### config.mk
export PLATFORM = sky130hd
export DESIGN_NAME = pmcrb_reg_bank
export DESIGN_NICKNAME = d
export VERILOG_FILES = /design/src/core/pmcrb_pkg.sv /design/src/core/pmcrb_sync.sv /design/src/core/pmcrb_i2c_slave.sv /design/src/core/pmcrb_reg_bank.sv
export VERILOG_INCLUDE_DIRS = /design/src /design/src/core
export SDC_FILE = /design/constraint.sdc
export NUM_CORES = 1
export LEC_CHECK = 0
export CAP_MARGIN = 15
export CORE_AREA = 2 2 126 158
export CTS_CLUSTER_DIAMETER = 50
export DETAILED_ROUTE_END_ITERATION = 12
export DIE_AREA = 0 0 128 160
export DONT_BUFFER_PORTS = 1
export PLACE_DENSITY = 0.57
export SKIP_CTS_REPAIR_TIMING = 1
export SLEW_MARGIN = 40
export SYNTH_ARGS = -nofsm -noshare
export SYNTH_HDL_FRONTEND = slang
export SYNTH_SLANG_ARGS = --single-unit
### constraint.sdc
create_clock -name clk_i -period 3.6 [get_ports clk_i]
set_clock_uncertainty 0.05 [all_clocks]
set_input_delay 0.72 -clock clk_i [delete_from_list [all_inputs] [get_ports clk_i]]
set_output_delay 0.72 -clock clk_i [all_outputs]
set_load 0.1 [all_outputs]
### src/core/pmcrb_consts.svh
`ifndef PMCRB_CONSTS_SVH
`define PMCRB_CONSTS_SVH

// ******************************
// register addresses
// ******************************
`define PMCRB_A_MASK    8'h25
`define PMCRB_A_RESET   8'h30
`define PMCRB_A_PROD    8'h31
`define PMCRB_A_REV     8'h32
`define PMCRB_A_FEAT    8'h33
`define PMCRB_A_EN      8'h34
`define PMCRB_A_DIS     8'h35

// ******************************
// reset values and writable bits
// ******************************
`define PMCRB_D_MASK    8'hFF
`define PMCRB_D_RESET   8'h10
`define PMCRB_D_EN      8'h3E
`define PMCRB_D_DIS     8'h00
`define PMCRB_W_RESET   8'h13
`define PMCRB_W_EN      8'h3F
`define PMCRB_W_DIS     8'h1F
`define PMCRB_EN_PWR    8'h3E

// ******************************
// field positions and codes
// ******************************
`define PMCRB_B_FORCE   7
`define PMCRB_B_RSTST   4
`define PMCRB_B_MODE    0
`define PMCRB_B_BUCK    1
`define PMCRB_POL_DEF   2'b00
`define PMCRB_POL_KEEP  2'b01
`define PMCRB_POL_OFF   2'b10
`define PMCRB_NFAULT    8
`define PMCRB_NFUSE     8
`define PMCRB_FUSE_WAIT 2'h3

// ******************************
// serial port
// ******************************
`define PMCRB_I2C_ADDR  7'h2C
`define PMCRB_BYTE_BITS 4'h8
`define PMCRB_PROD_ID   8'h5A
`define PMCRB_REV_ID    8'h01

`endif

### src/core/pmcrb_pkg.sv
package pmcrb_pkg;

  typedef enum logic [9:0] {
    PMCRB_I_IDLE  = 10'h001,
    PMCRB_I_ADDR  = 10'h002,
    PMCRB_I_ACKA  = 10'h004,
    PMCRB_I_REG   = 10'h008,
    PMCRB_I_ACKR  = 10'h010,
    PMCRB_I_WDATA = 10'h020,
    PMCRB_I_ACKW  = 10'h040,
    PMCRB_I_RDATA = 10'h080,
    PMCRB_I_MACK  = 10'h100,
    PMCRB_I_RWAIT = 10'h200
  } pmcrb_i2c_e;

  typedef enum logic [2:0] {
    PMCRB_T_RUN   = 3'h1,
    PMCRB_T_SHUT  = 3'h2,
    PMCRB_T_LATCH = 3'h4
  } pmcrb_tsd_e;

endpackage : pmcrb_pkg

### src/core/pmcrb_sync.sv
`timescale 1ns/100ps
module pmcrb_sync #(
  parameter int WIDTH = 1
) (
  input  wire logic             clk_i,
  input  wire logic             resetn_i,
  input  wire logic [WIDTH-1:0] d_i,
  output logic      [WIDTH-1:0] q_o
);
  import pmcrb_pkg::*;

  logic [WIDTH-1:0] meta;

  if (WIDTH < 1) begin : g_chk
    $error("pmcrb_sync: WIDTH must be at least 1");
  end

  // first stage feeds only the second stage
  always_ff @(posedge clk_i or negedge resetn_i) begin
    if (!resetn_i) begin
      meta <= '0;
      q_o  <= '0;
    end else begin
      meta <= d_i;
      q_o  <= meta;
    end
  end

endmodule : pmcrb_sync

### src/core/pmcrb_i2c_slave.sv
`timescale 1ns/100ps
`include "pmcrb_consts.svh"
module pmcrb_i2c_slave #(
  parameter logic [6:0] DEV_ADDR = `PMCRB_I2C_ADDR
) (
  input  wire logic       clk_i,
  input  wire logic       resetn_i,
  input  wire logic       scl_i,
  input  wire logic       sda_i,
  input  wire logic [7:0] rdata_i,
  output logic            sda_oe_o,
  output logic            wr_o,
  output logic [7:0]      addr_o,
  output logic [7:0]      wdata_o
);
  import pmcrb_pkg::*;

  pmcrb_i2c_e st;
  logic       scl_q;
  logic       sda_q;
  logic [7:0] sh;
  logic [3:0] cnt;
  logic       rise;
  logic       fall;
  logic       start;
  logic       stop;

  assign rise  = scl_i & ~scl_q;
  assign fall  = ~scl_i & scl_q;
  assign start = scl_i & scl_q & sda_q & ~sda_i;
  assign stop  = scl_i & scl_q & ~sda_q & sda_i;
  assign wdata_o = sh;

  always_ff @(posedge clk_i or negedge resetn_i) begin
    if (!resetn_i) begin
      scl_q <= 1'b1;
      sda_q <= 1'b1;
    end else begin
      scl_q <= scl_i;
      sda_q <= sda_i;
    end
  end

  // ******************************
  // byte engine: data changes on scl fall, sampled on scl rise
  // ******************************
  always_ff @(posedge clk_i or negedge resetn_i) begin
    if (!resetn_i) begin
      st       <= PMCRB_I_IDLE;
      sh       <= 8'h00;
      cnt      <= 4'h0;
      addr_o   <= 8'h00;
      sda_oe_o <= 1'b0;
      wr_o     <= 1'b0;
    end else begin
      wr_o <= 1'b0;
      if (start) begin
        st       <= PMCRB_I_ADDR;
        cnt      <= 4'h0;
        sda_oe_o <= 1'b0;
      end else if (stop) begin
        st       <= PMCRB_I_IDLE;
        sda_oe_o <= 1'b0;
      end else begin
        unique case (st)
          PMCRB_I_IDLE: begin
          end
          PMCRB_I_ADDR, PMCRB_I_REG, PMCRB_I_WDATA: begin
            if (rise) begin
              sh  <= {sh[6:0], sda_i};
              cnt <= cnt + 4'h1;
            end else if (fall && cnt == `PMCRB_BYTE_BITS) begin
              sda_oe_o <= 1'b1;
              if (st == PMCRB_I_ADDR) begin
                // foreign address: let the bus go and wait for the next start
                sda_oe_o <= (sh[7:1] == DEV_ADDR);
                st <= (sh[7:1] == DEV_ADDR) ? PMCRB_I_ACKA : PMCRB_I_IDLE;
              end else if (st == PMCRB_I_REG) begin
                addr_o <= sh;
                st     <= PMCRB_I_ACKR;
              end else begin
                wr_o <= 1'b1;
                st   <= PMCRB_I_ACKW;
              end
            end
          end
          PMCRB_I_ACKA, PMCRB_I_ACKR, PMCRB_I_ACKW, PMCRB_I_RWAIT: begin
            if (fall) begin
              sda_oe_o <= 1'b0;
              cnt      <= 4'h0;
              if ((st == PMCRB_I_ACKA && sh[0]) || st == PMCRB_I_RWAIT) begin
                sh       <= rdata_i;
                sda_oe_o <= ~rdata_i[7];
                addr_o   <= addr_o + 8'h01;
                st       <= PMCRB_I_RDATA;
              end else if (st == PMCRB_I_ACKA) begin
                st <= PMCRB_I_REG;
              end else begin
                if (st == PMCRB_I_ACKW) begin
                  addr_o <= addr_o + 8'h01;
                end
                st <= PMCRB_I_WDATA;
              end
            end
          end
          PMCRB_I_RDATA: begin
            if (rise) begin
              cnt <= cnt + 4'h1;
            end else if (fall) begin
              if (cnt == `PMCRB_BYTE_BITS) begin
                sda_oe_o <= 1'b0;
                st       <= PMCRB_I_MACK;
              end else begin
                sh       <= {sh[6:0], 1'b0};
                sda_oe_o <= ~sh[6];
              end
            end
          end
          PMCRB_I_MACK: begin
            if (rise) begin
              st <= sda_i ? PMCRB_I_IDLE : PMCRB_I_RWAIT;
            end
          end
          default: begin
            st <= PMCRB_I_IDLE;
          end
        endcase
      end
    end
  end

endmodule : pmcrb_i2c_slave

### src/core/pmcrb_reg_bank.sv
`timescale 1ns/100ps
`include "pmcrb_consts.svh"
module pmcrb_reg_bank #(
  parameter logic [6:0] DEV_ADDR = `PMCRB_I2C_ADDR,
  // arbitrary identification values
  parameter logic [7:0] PROD_ID  = `PMCRB_PROD_ID,
  parameter logic [7:0] REV_ID   = `PMCRB_REV_ID
) (
  input  wire logic                       clk_i,
  input  wire logic                       resetn_i,
  input  wire logic                       scl_i,
  input  wire logic                       sda_i,
  input  wire logic [`PMCRB_NFAULT-1:0]   fault_i,
  input  wire logic [`PMCRB_NFUSE-1:0]    fuse_code_i,
  output logic                            sda_o,
  output logic                            sda_oe_o,
  output logic [`PMCRB_NFAULT-1:0]        irq_src_o,
  output logic                            buck_mode_select_o,
  output logic                            buck_on_o,
  output logic [3:0]                      linreg_on_o,
  output logic [4:0]                      discharge_en_o,
  output logic                            powerup_start_o,
  output pmcrb_pkg::pmcrb_tsd_e           tsd_state_o
);
  import pmcrb_pkg::*;

  localparam int NS = 2 + `PMCRB_NFAULT + `PMCRB_NFUSE;

  if (DEV_ADDR[6:3] == 4'h0 || DEV_ADDR[6:3] == 4'hF) begin : g_chk
    $error("pmcrb_reg_bank: DEV_ADDR lies in a reserved range");
  end

  // ******************************
  // pin synchronisers and serial port
  // ******************************
  logic [NS-1:0]              sync_q;
  logic                       scl_n, sda_n;
  logic                       scl_s;
  logic                       sda_s;
  logic [`PMCRB_NFAULT-1:0]   fault_s;
  logic [`PMCRB_NFUSE-1:0]    fuse_s;
  logic                       wr;
  logic [7:0]                 addr;
  logic [7:0]                 wdata;
  logic [7:0]                 rdata;
  logic                       oe;

  pmcrb_sync #(
    .WIDTH (NS)
  ) u_sync (
    .clk_i    (clk_i),
    .resetn_i (resetn_i),
    .d_i      ({~scl_i, ~sda_i, fault_i, fuse_code_i}),
    .q_o      (sync_q)
  );

  // bus lines travel inverted so a synchroniser in reset reads as an idle, high bus
  assign {scl_n, sda_n, fault_s, fuse_s} = sync_q;
  assign scl_s = ~scl_n;
  assign sda_s = ~sda_n;

  pmcrb_i2c_slave #(
    .DEV_ADDR (DEV_ADDR)
  ) u_i2c (
    .clk_i    (clk_i),
    .resetn_i (resetn_i),
    .scl_i    (scl_s),
    .sda_i    (sda_s),
    .rdata_i  (rdata),
    .sda_oe_o (oe),
    .wr_o     (wr),
    .addr_o   (addr),
    .wdata_o  (wdata)
  );

  assign sda_oe_o = oe;

  // open drain: only ever pulls low
  always_ff @(posedge clk_i or negedge resetn_i) begin
    if (!resetn_i) begin
      sda_o <= 1'b0;
    end else begin
      sda_o <= 1'b0;
    end
  end

  // ******************************
  // register state
  // ******************************
  logic [7:0] irq_mask;
  logic [1:0] policy;
  logic       rst_flag;
  logic [7:0] en_reg;
  logic [7:0] dis_reg;
  logic [7:0] feat_reg;
  logic [7:0] en_saved;
  logic [1:0] fuse_cnt;
  logic       tsd_s;
  logic       def_evt;
  logic       soft_rst;
  logic       tsd_enter;
  logic       tsd_keep;
  logic       tsd_def;
  pmcrb_tsd_e tstate;

  assign tsd_s     = fault_s[`PMCRB_NFAULT-1];
  assign soft_rst  = wr && addr == `PMCRB_A_RESET && wdata[`PMCRB_B_FORCE];
  assign tsd_enter = tstate == PMCRB_T_RUN && tsd_s;
  assign tsd_def   = tstate == PMCRB_T_SHUT && !tsd_s
                     && policy == `PMCRB_POL_DEF;
  assign tsd_keep  = tstate == PMCRB_T_SHUT && !tsd_s
                     && policy == `PMCRB_POL_KEEP;
  assign def_evt   = soft_rst || tsd_def;

  always_ff @(posedge clk_i or negedge resetn_i) begin
    if (!resetn_i) begin
      irq_mask <= `PMCRB_D_MASK;
    end else if (def_evt) begin
      irq_mask <= `PMCRB_D_MASK;
    end else if (wr && addr == `PMCRB_A_MASK) begin
      irq_mask <= wdata;
    end
  end

  // reload wins over a host write that lands in the same cycle
  always_ff @(posedge clk_i or negedge resetn_i) begin
    if (!resetn_i) begin
      policy   <= `PMCRB_POL_DEF;
      rst_flag <= 1'b1;
    end else if (def_evt) begin
      policy   <= `PMCRB_POL_DEF;
      rst_flag <= 1'b1;
    end else if (wr && addr == `PMCRB_A_RESET) begin
      policy   <= wdata[1:0];
      rst_flag <= wdata[`PMCRB_B_RSTST];
    end
  end

  always_ff @(posedge clk_i or negedge resetn_i) begin
    if (!resetn_i) begin
      en_reg   <= `PMCRB_D_EN;
      en_saved <= `PMCRB_D_EN;
    end else if (def_evt) begin
      en_reg <= `PMCRB_D_EN;
    end else if (tsd_enter) begin
      en_saved <= en_reg;
      en_reg   <= en_reg & ~`PMCRB_EN_PWR;
    end else if (tsd_keep) begin
      en_reg <= en_saved;
    end else if (wr && addr == `PMCRB_A_EN && tstate == PMCRB_T_RUN) begin
      en_reg <= wdata & `PMCRB_W_EN;
    end
  end

  always_ff @(posedge clk_i or negedge resetn_i) begin
    if (!resetn_i) begin
      dis_reg <= `PMCRB_D_DIS;
    end else if (def_evt) begin
      dis_reg <= `PMCRB_D_DIS;
    end else if (wr && addr == `PMCRB_A_DIS) begin
      dis_reg <= wdata & `PMCRB_W_DIS;
    end
  end

  // fuses are loaded on the first three clocks after reset, then held; the last load comes after the synchroniser has settled
  always_ff @(posedge clk_i or negedge resetn_i) begin
    if (!resetn_i) begin
      fuse_cnt <= 2'h0;
      feat_reg <= 8'h00;
    end else if (fuse_cnt != `PMCRB_FUSE_WAIT) begin
      fuse_cnt <= fuse_cnt + 2'h1;
      feat_reg <= fuse_s;
    end
  end

  // ******************************
  // thermal shutdown recovery
  // ******************************
  always_ff @(posedge clk_i or negedge resetn_i) begin
    if (!resetn_i) begin
      tstate <= PMCRB_T_RUN;
    end else begin
      unique case (tstate)
        PMCRB_T_RUN: begin
          if (tsd_s) begin
            tstate <= PMCRB_T_SHUT;
          end
        end
        PMCRB_T_SHUT: begin
          if (!tsd_s) begin
            // code 11 is treated like 10: safest is to stay off
            tstate <= policy[1] ? PMCRB_T_LATCH : PMCRB_T_RUN;
          end
        end
        PMCRB_T_LATCH: begin
          tstate <= PMCRB_T_LATCH;
        end
        default: begin
          tstate <= PMCRB_T_LATCH;
        end
      endcase
    end
  end

  always_ff @(posedge clk_i or negedge resetn_i) begin
    if (!resetn_i) begin
      powerup_start_o <= 1'b0;
      tsd_state_o     <= PMCRB_T_RUN;
    end else begin
      powerup_start_o <= tsd_def || tsd_keep;
      tsd_state_o     <= tstate;
    end
  end

  // ******************************
  // outputs to the analog side
  // ******************************
  always_ff @(posedge clk_i or negedge resetn_i) begin
    if (!resetn_i) begin
      irq_src_o <= '0;
    end else begin
      irq_src_o[4:0] <= fault_s[4:0] & ~irq_mask[4:0];
      irq_src_o[5]   <= fault_s[5] & ~irq_mask[5];
      irq_src_o[6]   <= fault_s[6] & ~irq_mask[6];
      irq_src_o[7]   <= fault_s[7] & ~irq_mask[7];
    end
  end

  always_ff @(posedge clk_i or negedge resetn_i) begin
    if (!resetn_i) begin
      buck_mode_select_o <= 1'b0;
      buck_on_o          <= 1'b0;
      linreg_on_o        <= 4'h0;
      discharge_en_o     <= 5'h00;
    end else begin
      buck_mode_select_o <= en_reg[`PMCRB_B_MODE];
      buck_on_o          <= en_reg[`PMCRB_B_BUCK];
      linreg_on_o        <= en_reg[5:2];
      discharge_en_o     <= dis_reg[4:0];
    end
  end

  // ******************************
  // read mux
  // ******************************
  always_comb begin
    rdata = 8'h00;
    unique case (addr)
      `PMCRB_A_MASK:  rdata = irq_mask;
      `PMCRB_A_RESET: rdata = {3'h0, rst_flag, 2'h0, policy};
      `PMCRB_A_PROD:  rdata = PROD_ID;
      `PMCRB_A_REV:   rdata = REV_ID;
      `PMCRB_A_FEAT:  rdata = feat_reg;
      `PMCRB_A_EN:    rdata = en_reg;
      `PMCRB_A_DIS:   rdata = dis_reg;
      default:        rdata = 8'h00;
    endcase
  end
endmodule : pmcrb_reg_bank

== Word level (Yosys, flattened, before mapping) ==
Index checks and enable logic that the tools add are counted.
Operators by class
  add/subtract/negate cells: 3
  $mul: 0
  div/mod/pow operators: 0
  order comparisons: 0
  equality and inequality tests: 49
  shift-type cells: 0
  mux-type cells: 72
  bitwise operators: 26
  reduce and logical (&&, ||, !) cells: 37
Operator list (number)
  2-to-1 mux 8 bit: 22
  2-to-1 mux 10 bit: 12
  equality test 8 x 6 -> 1 bit (second input constant): 7
  one-hot mux 8 bit (7 select lines): 1
  one-hot mux 10 bit (5 select lines): 1
  one-hot mux 8 bit (3 select lines): 1
  != test 4 x 1 -> 1 bit (second input constant): 5
  2-to-1 mux 1 bit: 19
  2-to-1 mux 4 bit: 4
  != test 2 x 1 -> 1 bit (second input constant): 8
  one-hot mux 8 bit (2 select lines): 1
  != test 2 bit (second input constant): 7
  NOT 1 bit: 14
  logical AND 1 bit: 12
  2-to-1 mux 3 bit: 4
  != test 3 x 1 -> 1 bit (second input constant): 4
  AND 1 bit: 10
  equality test 10 x 1 -> 1 bit (second input constant): 1
  equality test 10 bit (second input constant): 1
  equality test 10 x 2 -> 1 bit (second input constant): 1
  equality test 10 x 3 -> 1 bit (second input constant): 1
  equality test 10 x 4 -> 1 bit (second input constant): 1
  equality test 10 x 5 -> 1 bit (second input constant): 1
  equality test 10 x 6 -> 1 bit (second input constant): 1
  36 further kinds: 48
Word-level totals
  flip-flop bits (word level): 141
  latch bits: 0
  RAM bits: 0
  ROM bits: 0
  bits of input ports: 20
  output and inout bits: 25
  word-level logic and storage cells: 214
  memories: 0

== Longest topological paths before layout ==
Gate-level depths: netlist of run 1.
  depth after elaboration: 8
  mapped depth: 10
  depth with buffers taken out: 8

== Hierarchy ==
From an unflattened synthesis of run 1, not the netlist that was laid out.
Second synthesis, totals
  cell total of the unflattened synthesis: 541
  area, all modules: 6162.2 um^2
Modules (own cells, without submodules)
  pmcrb_reg_bank: times used 1, cells an instance 253, area an instance 3024.2 um^2, sequential area each 1727.9 um^2
  pmcrb_i2c_slave: times used 1, cells an instance 252, area an instance 2237.1 um^2, sequential area each 854.6 um^2
  pmcrb_sync: times used 1, cells an instance 36, area an instance 900.9 um^2, sequential area each 900.9 um^2

== Worst setup path after synthesis of run 1 ==
OpenSTA, ideal clock, no wires.
  path kind: flip-flop to flip-flop
  from: register u_i2c.st[6]
  to: register u_i2c.sh[0], in the netlist u_i2c.wdata_o[0]
  library setup time: 0.125 ns
  arrival: 2.522 ns
  data required time: 3.425 ns
  slack: 0.903 ns
  cell stages (with the launch flop): 7
  path buffers: 0
  period minus slack after synthesis: 2.697 ns
  cell sequence: dfrtp_1 -> or4_4 -> nor4_4 -> o21bai_2 -> a21oi_2 -> a2111oi_4 -> mux2_2
On the way
  cells in the longest elaborated chain, start to end: 5
  elaborated cells between the ends (all ways): 21
  those cells by class: eq/ne: 14; mux: 1; reduce/logical: 6
RTL lines
  start, declared: RTL line pmcrb_i2c_slave.sv:18  | pmcrb_i2c_e st;
  start signal, assigned: RTL line pmcrb_i2c_slave.sv:77  | st <= (sh[7:1] == DEV_ADDR) ? PMCRB_I_ACKA : PMCRB_I_IDLE;
  start signal, assigned: RTL line pmcrb_i2c_slave.sv:121  | st <= sda_i ? PMCRB_I_IDLE : PMCRB_I_RWAIT;
  equality test 10 x 3 -> 1 bit: RTL line pmcrb_i2c_slave.sv:65, pmcrb_i2c_slave.sv:91
  logical AND 1 bit: RTL line pmcrb_i2c_slave.sv:91  | if ((st == PMCRB_I_ACKA && sh[0]) || st == PMCRB_I_RWAIT) begin
  logical OR 1 bit: RTL line pmcrb_i2c_slave.sv:91
  != test 2 x 1 -> 1 bit (no source line)
  AND reduction 9 bit (no source line)
  end signal, assigned: RTL line pmcrb_i2c_slave.sv:70  | sh <= {sh[6:0], sda_i};
  end signal, assigned: RTL line pmcrb_i2c_slave.sv:92  | sh <= rdata_i;
  end signal, assigned: RTL line pmcrb_i2c_slave.sv:114  | sh <= {sh[6:0], 1'b0};
  end, declared: RTL line pmcrb_i2c_slave.sv:21  | logic [7:0] sh;
Several ways; a longest one is shown, not always the timed one.
A chain may end at the register's enable or synchronous reset.

== Worst setup path in the final report of run 1 ==
  from: register u_i2c.st[6]
  to: register u_i2c.sh[7], in the netlist u_i2c.wdata_o[7]
Same word-level chain as after synthesis.

==> flow_summary.json, run 1 <==
{
  "clock_latency_ps": 430,
  "drc": 0,
  "power_density_nw_per_um2": 546,
  "hold_viol": 0,
  "io_pins": 45,
  "grt_usage": 0.147,
  "critPathSlowestCell": "or4_4",
  "grt_pass1_wl_mm": 23.3,
  "ys_seq_area_frac": 0.566,
  "cpPeakStageDelay_ps": 580,
  "via_per_inst": 5.37,
  "status": "finished clean",
  "drtPass1Iterations": 7,
  "die_h_um": 160,
  "yosys_warnings": 0,
  "path_class": "reg2reg",
  "synth_area_leader_cell": "dfrtp_1",
  "path_max_fanout": 8,
  "crit_path_start_kind": "flop",
  "pre_cts_ws_ps": 579,
  "synth_nets": 573,
  "tightest_slew_ps": 891,
  "dpl_cell_area_um2": 6330,
  "yosys-top-cells-area": "dfrtp_1 46%, dfstp_2 10%, mux2_2 5.3%, o21ai_0 3.5%, nand3_1 3.2%",
  "synth_ff_type": "dfrtp_1",
  "drive_gt1_frac": 0.225,
  "async_flop_share": 1.00,
  "reg.largest.list": "u_sync.meta: 18 flops, u_sync.q_o: 18 flops, u_i2c.st: 10 flops",
  "reg2reg_depth": 6,
  "clockRootBuffer": "clkbuf_16",
  "dp_cells": 759,
  "path_clk_slew_ps": 70,
  "cts_tree": "yes",
  "vias": 4250,
  "dieArea_um2": 20500,
  "syn_to_final_growth_pct": 12.8,
  "avgSynthCellArea_um2": 11.3,
  "startpoint": "u_i2c.st[6]$_DFFE_PN0P_",
  "fill_cells": 1880,
  "peakVddDrop_v": 0.000325,
  "final_area_um2": 6940,
  "period_needed_ps": 3020,
  "nets": 570,
  "p_leak_nw": 2.90,
  "antenna_found_initial": 0,
  "cap_viol_max_count": 0,
  "instances_no_fill": 792,
  "max_freq_mhz": 331,
  "synth-seq-cells": 138,
  "r2r-end": "u_i2c.wdata_o[7]$_DFFE_PN0P_",
  "setup_ws_ps": 580,
  "initial_core_util": 0.322,
  "netlist_area_um2": 6160,
  "hpwlAfterDp_mm": 9.92,
  "drtAntennaViolNets": 0,
  "synth_top_area_share": 0.463,
  "drt-initial-drc-count": 281,
  "fin_crit_sh": 0.839,
  "drt-total-wl_mm": 14.3,
  "end_kind": "flop",
  "core_um2": 19100,
  "synth_edf_count": 0,
  "grt_pass1_vias": 4289,
  "rsz0062_at_grt": "false",
  "place_congestion": 0.890,
  "grt-ovfl-total": 0,
  "whs_ps": 96.2,
  "htreeDepth": 4,
  "tns_ps": 0,
  "numCtsBuffers": 17,
  "synth_cell_type_count": 71,
  "portBuffers": 0,
  "grt_max_degree": 139,
  "die_x_um": 128,
  "rrSetupSlack_ps": 580,
  "clockBufferDepth": 2,
  "n_antenna_cell": 0,
  "rows": 57,
  "setup_viol": 0,
  "post_drt_wl_per_cell_um": 18.0,
  "cp.required_ps": 3860,
  "arrival_ps": 3280,
  "cp_cell_sequence": "or4_4 > nor4_4 > o21bai_2 > a21oi_2 > a2111oi_4 > mux2_2",
  "syn_inst": 546,
  "r2r-start": "u_i2c.st[6]$_DFFE_PN0P_",
  "maxSlewHeadroom": 0.406,
  "slew_viol_final": 0,
  "cts.sinks": 138,
  "hp-class": "in2async"
}
through the flow:
| step | total power [W] | util |
|---|---|---|
| 6_report | 0.00379 | 0.363 |
| 5_1_grt | 0.00395 | 0.363 |
| 4_1_cts | 0.00380 | 0.362 |
| 3_5_place_dp | 0.00206 | 0.331 |
| 3_3_place_gp | 0.00205 | 0.331 |
| 2_1_floorplan | 0.00199 | - |
power breakdown:
| part | switching (W) | internal (W) | total [W] | leakage (nW) |
|---|---|---|---|---|
| Clock | 0.000735 | 0.000997 | 0.00173 | 0.288 |
| Sequential | 0.000145 | 0.00162 | 0.00176 | 1.70 |
| Combinational | 0.000177 | 0.000119 | 0.000296 | 0.916 |
worst max path at each step:
stage	slack [ps]	cells after the start	endpoint
after floorplan	900	6	u_i2c.wdata_o[0]$_DFFE_PN0P_
after global placement	670	6	u_i2c.st[6]$_DFFE_PN0P_
after detailed placement	580	6	u_i2c.wdata_o[7]$_DFFE_PN0P_
after CTS	570	6	u_i2c.wdata_o[7]$_DFFE_PN0P_
after global routing	450	6	u_i2c.st[5]$_DFFE_PN0P_
final	580	6	u_i2c.wdata_o[7]$_DFFE_PN0P_
area by class of cell:
cell class	count	area [um^2]	share of cell area
Clock buffer	18	439	0.0632
Multi-Input combinational cell	367	2460	0.354
Clock inverter	14	150	0.0216
Inverter	13	48.8	0.00703
Timing Repair Buffer	6	65.1	0.00937
Tap cell	236	295	0.0425
Sequential cell	138	3480	0.502
logic make-up after synthesis:
| kind of cell | after synthesis | share of synthesized area |
|---|---|---|
| and+or+nand+nor | 194 | 0.173 |
| DFF | 138 | 0.566 |
| AOI/OAI and AO/OA | 125 | 0.142 |
| buffers and inverters | 41 | 0.0343 |
| muxes | 37 | 0.0661 |
| adders and majority gates | 7 | 0.0142 |
| xor gates and xnor gates | 3 | 0.00427 |
| other | 1 | 0.000609 |
cell usage after synthesis (all sizes together), types with 2 or more instances:
library cell,number
nand4bb,2
mux2i,8
nor4b,2
nand4,5
o21a,2
a32o,3
a21bo,2
a2111oi,3
nand3b,5
nor2,30
buf,8
or2,4
o21ai,43
a32oi,5
inv,13
or4,7
nor4,7
a21o,5
dfrtp,114
ha,7
nor2b,12
nand3,39
a2bb2oi,3
dfstp,24
mux2,29
nand2b,10
or2b,3
and2,4
or3,4
a211oi,2
a31oi,4
a21oi,33
o21bai,3
clkbuf,20
nor3,10
xnor2,3
o22ai,4
and3,6
nand2,40
a221oi,2
cells in the final DEF, fill, tap and decap left out, drive strengths merged, types with 4 or more instances in the layout:
cell type  count
nand2         40
dfstp         24
ha             7
buf            6
nor2b         12
inv           21
a31oi          4
or4            7
a21oi         33
nor2          30
nor4           7
nand3         39
o21ai         43
mux2          29
nand4          5
and3           6
or2            4
o22ai          4
nand3b         5
a32oi          5
mux2i          8
nand2b        10
or3            4
a21o           5
clkbuf        18
and2           4
nor3          10
dfrtp        114
clkinv         4
critical path, delay by kind of cell (launching register included):
family | cells | cell delay, ps
simple gates | 2 | 1090
mux | 1 | 410
flops | 1 | 430
compound gates | 3 | 920
layer usage:
layer	wire length [um]	vias up	global-route usage
li1	-	1964	-
met1	5970	2130	0.183
met2	7210	124	0.237
met3	720	32	0.0405
met4	390	0	0.0639
met5	0	-	0
(Power assumes the default switching activity.)
==> run 2, diff against run 1 <==
--- a/config.mk
+++ b/config.mk
@@ -12,7 +12,7 @@
 export DETAILED_ROUTE_END_ITERATION = 12
 export DIE_AREA = 0 0 128 160
 export DONT_BUFFER_PORTS = 1
-export PLACE_DENSITY = 0.57
+export PLACE_DENSITY = 0.59
 export SKIP_CTS_REPAIR_TIMING = 1
 export SLEW_MARGIN = 40
 export SYNTH_ARGS = -nofsm -noshare
==> constraint.sdc (replaced) <==
create_clock -name clk_i -period 2.5 [get_ports clk_i]
set_clock_uncertainty 0.05 [all_clocks]
set_input_delay 0.5 -clock clk_i [delete_from_list [all_inputs] [get_ports clk_i]]
set_output_delay 0.5 -clock clk_i [all_outputs]
set_load 0.1 [all_outputs]
==> run 2 against run 1 <==
  * The flow now finishes with violations (hold timing, setup timing)
  * First-iteration DRC count is 28% higher
  * Clock power is 45% higher
  * Critical path depth is 2 higher
  * Sequential cell count stayed put
  * Largest power group is now clock
  * Highest routed layer unchanged
==> flow_summary.json, run 2 (synthesized netlist as in run 1, its figures left out) <==
{
  "status": "finished with violations",
  "violations": "hold timing, setup timing",
  "drive_gt1_frac": 0.364,
  "rows": 57,
  "startpoint": "u_i2c.st[6]$_DFFE_PN0P_",
  "p_leak_nw": 3.38,
  "grt_usage": 0.157,
  "setup_viol": 21,
  "crit_path_start_kind": "flop",
  "reg2reg_depth": 8,
  "crit_cells": 8,
  "path_max_fanout": 8,
  "fin_crit_sh": 1.04,
  "max_freq_mhz": 383,
  "path_buf_inv": 2,
  "vias": 4652,
  "nets": 654,
  "fill_cells": 1839,
  "drtPass1Iterations": 5,
  "cpPeakStageDelay_ps": 540,
  "instances_no_fill": 876,
  "arrival_ps": 2860,
  "r2r-start": "u_i2c.st[6]$_DFFE_PN0P_",
  "power_density_nw_per_um2": 738,
  "core_um2": 19100,
  "htreeDepth": 4,
  "cts.sinks": 138,
  "maxSlewHeadroom": 0.487,
  "cts_tree": "yes",
  "power_w": 0.00574,
  "final_common_cell": "dfrtp_1",
  "crit_family": "compound AO/OA/AOI/OAI gates",
  "whs_ps": -264,
  "portBuffers": 0,
  "io_pins": 45,
  "syn_to_final_growth_pct": 26.5,
  "n_antenna_cell": 0,
  "period_needed_ps": 2610,
  "grt_pass1_vias": 4736,
  "clockBufferDepth": 2,
  "dieArea_um2": 20500,
  "drt-initial-drc-count": 359,
  "hp-class": "in2async",
  "drc": 0,
  "antenna_found_initial": 0,
  "hold_viol": 128,
  "tightest_slew_ps": 769,
  "reg.largest.list": "u_sync.meta: 18 flops, u_sync.q_o: 18 flops, u_i2c.st: 10 flops",
  "grt_pass1_wl_mm": 24.8,
  "final_core_util": 0.407,
  "path_clk_slew_ps": 70,
  "grt_max_degree": 139,
  "rsz0062_at_grt": "true",
  "cp.required_ps": 2750,
  "numCtsBuffers": 17,
  "slew_viol_final": 0,
  "clock_latency_ps": 420,
  "cap_viol_max_count": 0,
  "drtAntennaViolNets": 0,
  "dp_cells": 829,
  "setup_ws_ps": -109,
  "grt-ovfl-total": 0,
  "initial_core_util": 0.322,
  "die_x_um": 128,
  "hpwlAfterDp_mm": 11.0,
  "path_class": "reg2reg",
  "place_congestion": 0.912,
  "mostFrequentLayoutCells": "113 x dfrtp_1, 82 x buf_4, 39 x nand2_1, 38 x nand3_1, 38 x o21ai_0",
  "post_drt_wl_per_cell_um": 18.0,
  "tns_ps": -1140,
  "die_h_um": 160,
  "clockRootBuffer": "clkbuf_16",
  "end_kind": "flop",
  "critPathSlowestCell": "or4_4",
  "via_per_inst": 5.31,
  "peakVddDrop_v": 0.000534,
  "drt-total-wl_mm": 15.7,
  "cp_cell_sequence": "buf_4 > or4_4 > a2bb2oi_1 > o21bai_4 > a21oi_2 > a2111oi_4 > buf_6 > mux2_2"
}
## run 2: cell count changes in the layout (fill, tap and decap cells not counted), sizes merged
cell	delta
inv	+2
buf	+83
clkinvlp	+1
and3	+1
clkinv	-3
## run 2: report_power, final
part           leakage (nW)  switching (W)  internal (W)
Clock                 0.288        0.00106       0.00144
Sequential             1.70      0.0000805       0.00233
Combinational          1.40       0.000471      0.000361
Total                  3.38        0.00161       0.00413
## run 2: final cells by class
| cell class | count | area (um^2) | share of cell area |
|---|---|---|---|
| repair buffers | 89 | 706 | 0.0906 |
| clock inverters | 14 | 150 | 0.0193 |
| well taps | 236 | 295 | 0.0379 |
| flip-flops and latches | 138 | 3480 | 0.447 |
| multi-input cells | 368 | 2660 | 0.342 |
| clock buffers | 18 | 439 | 0.0564 |
| inverters | 13 | 48.8 | 0.00627 |
## run 2: worst paths after layout
kind | to | slack [ps]
setup / recovery | u_i2c.wdata_o[5]$_DFFE_PN0P_ | -110
hold / removal | u_i2c.addr_o[5]$_DFFE_PN0P_ | -260
setup reg to reg | u_i2c.wdata_o[5]$_DFFE_PN0P_ | -110
hold reg to reg | u_sync.q_o[5]$_DFF_PN0_ | 300
max in group asynchronous | u_i2c.scl_q$_DFF_PN1_ | 2340
min in group clk_i | u_sync.meta[4]$_DFF_PN0_ | 50
## run 2: metal layers
| layer | vias to the layer above | routed length, um | track usage | part of all wire |
|---|---|---|---|---|
| met2 | 155 | 8040 | 0.267 | 0.51 |
| met5 | - | 0 | 0 | 0 |
| li1 | 2138 | - | - | - |
| met3 | 30 | 849 | 0.0375 | 0.054 |
| met1 | 2329 | 6420 | 0.188 | 0.41 |
| met4 | 0 | 422 | 0.0674 | 0.027 |
## run 2: stage by stage
step                      cell area, um^2  setup slack (ps)
after floorplan                      6190             -42.8
after global placement               6900              -169
after detailed placement             6900              -214
after CTS                            7490              -250
after global routing                 7790              -192
final                                7790              -109
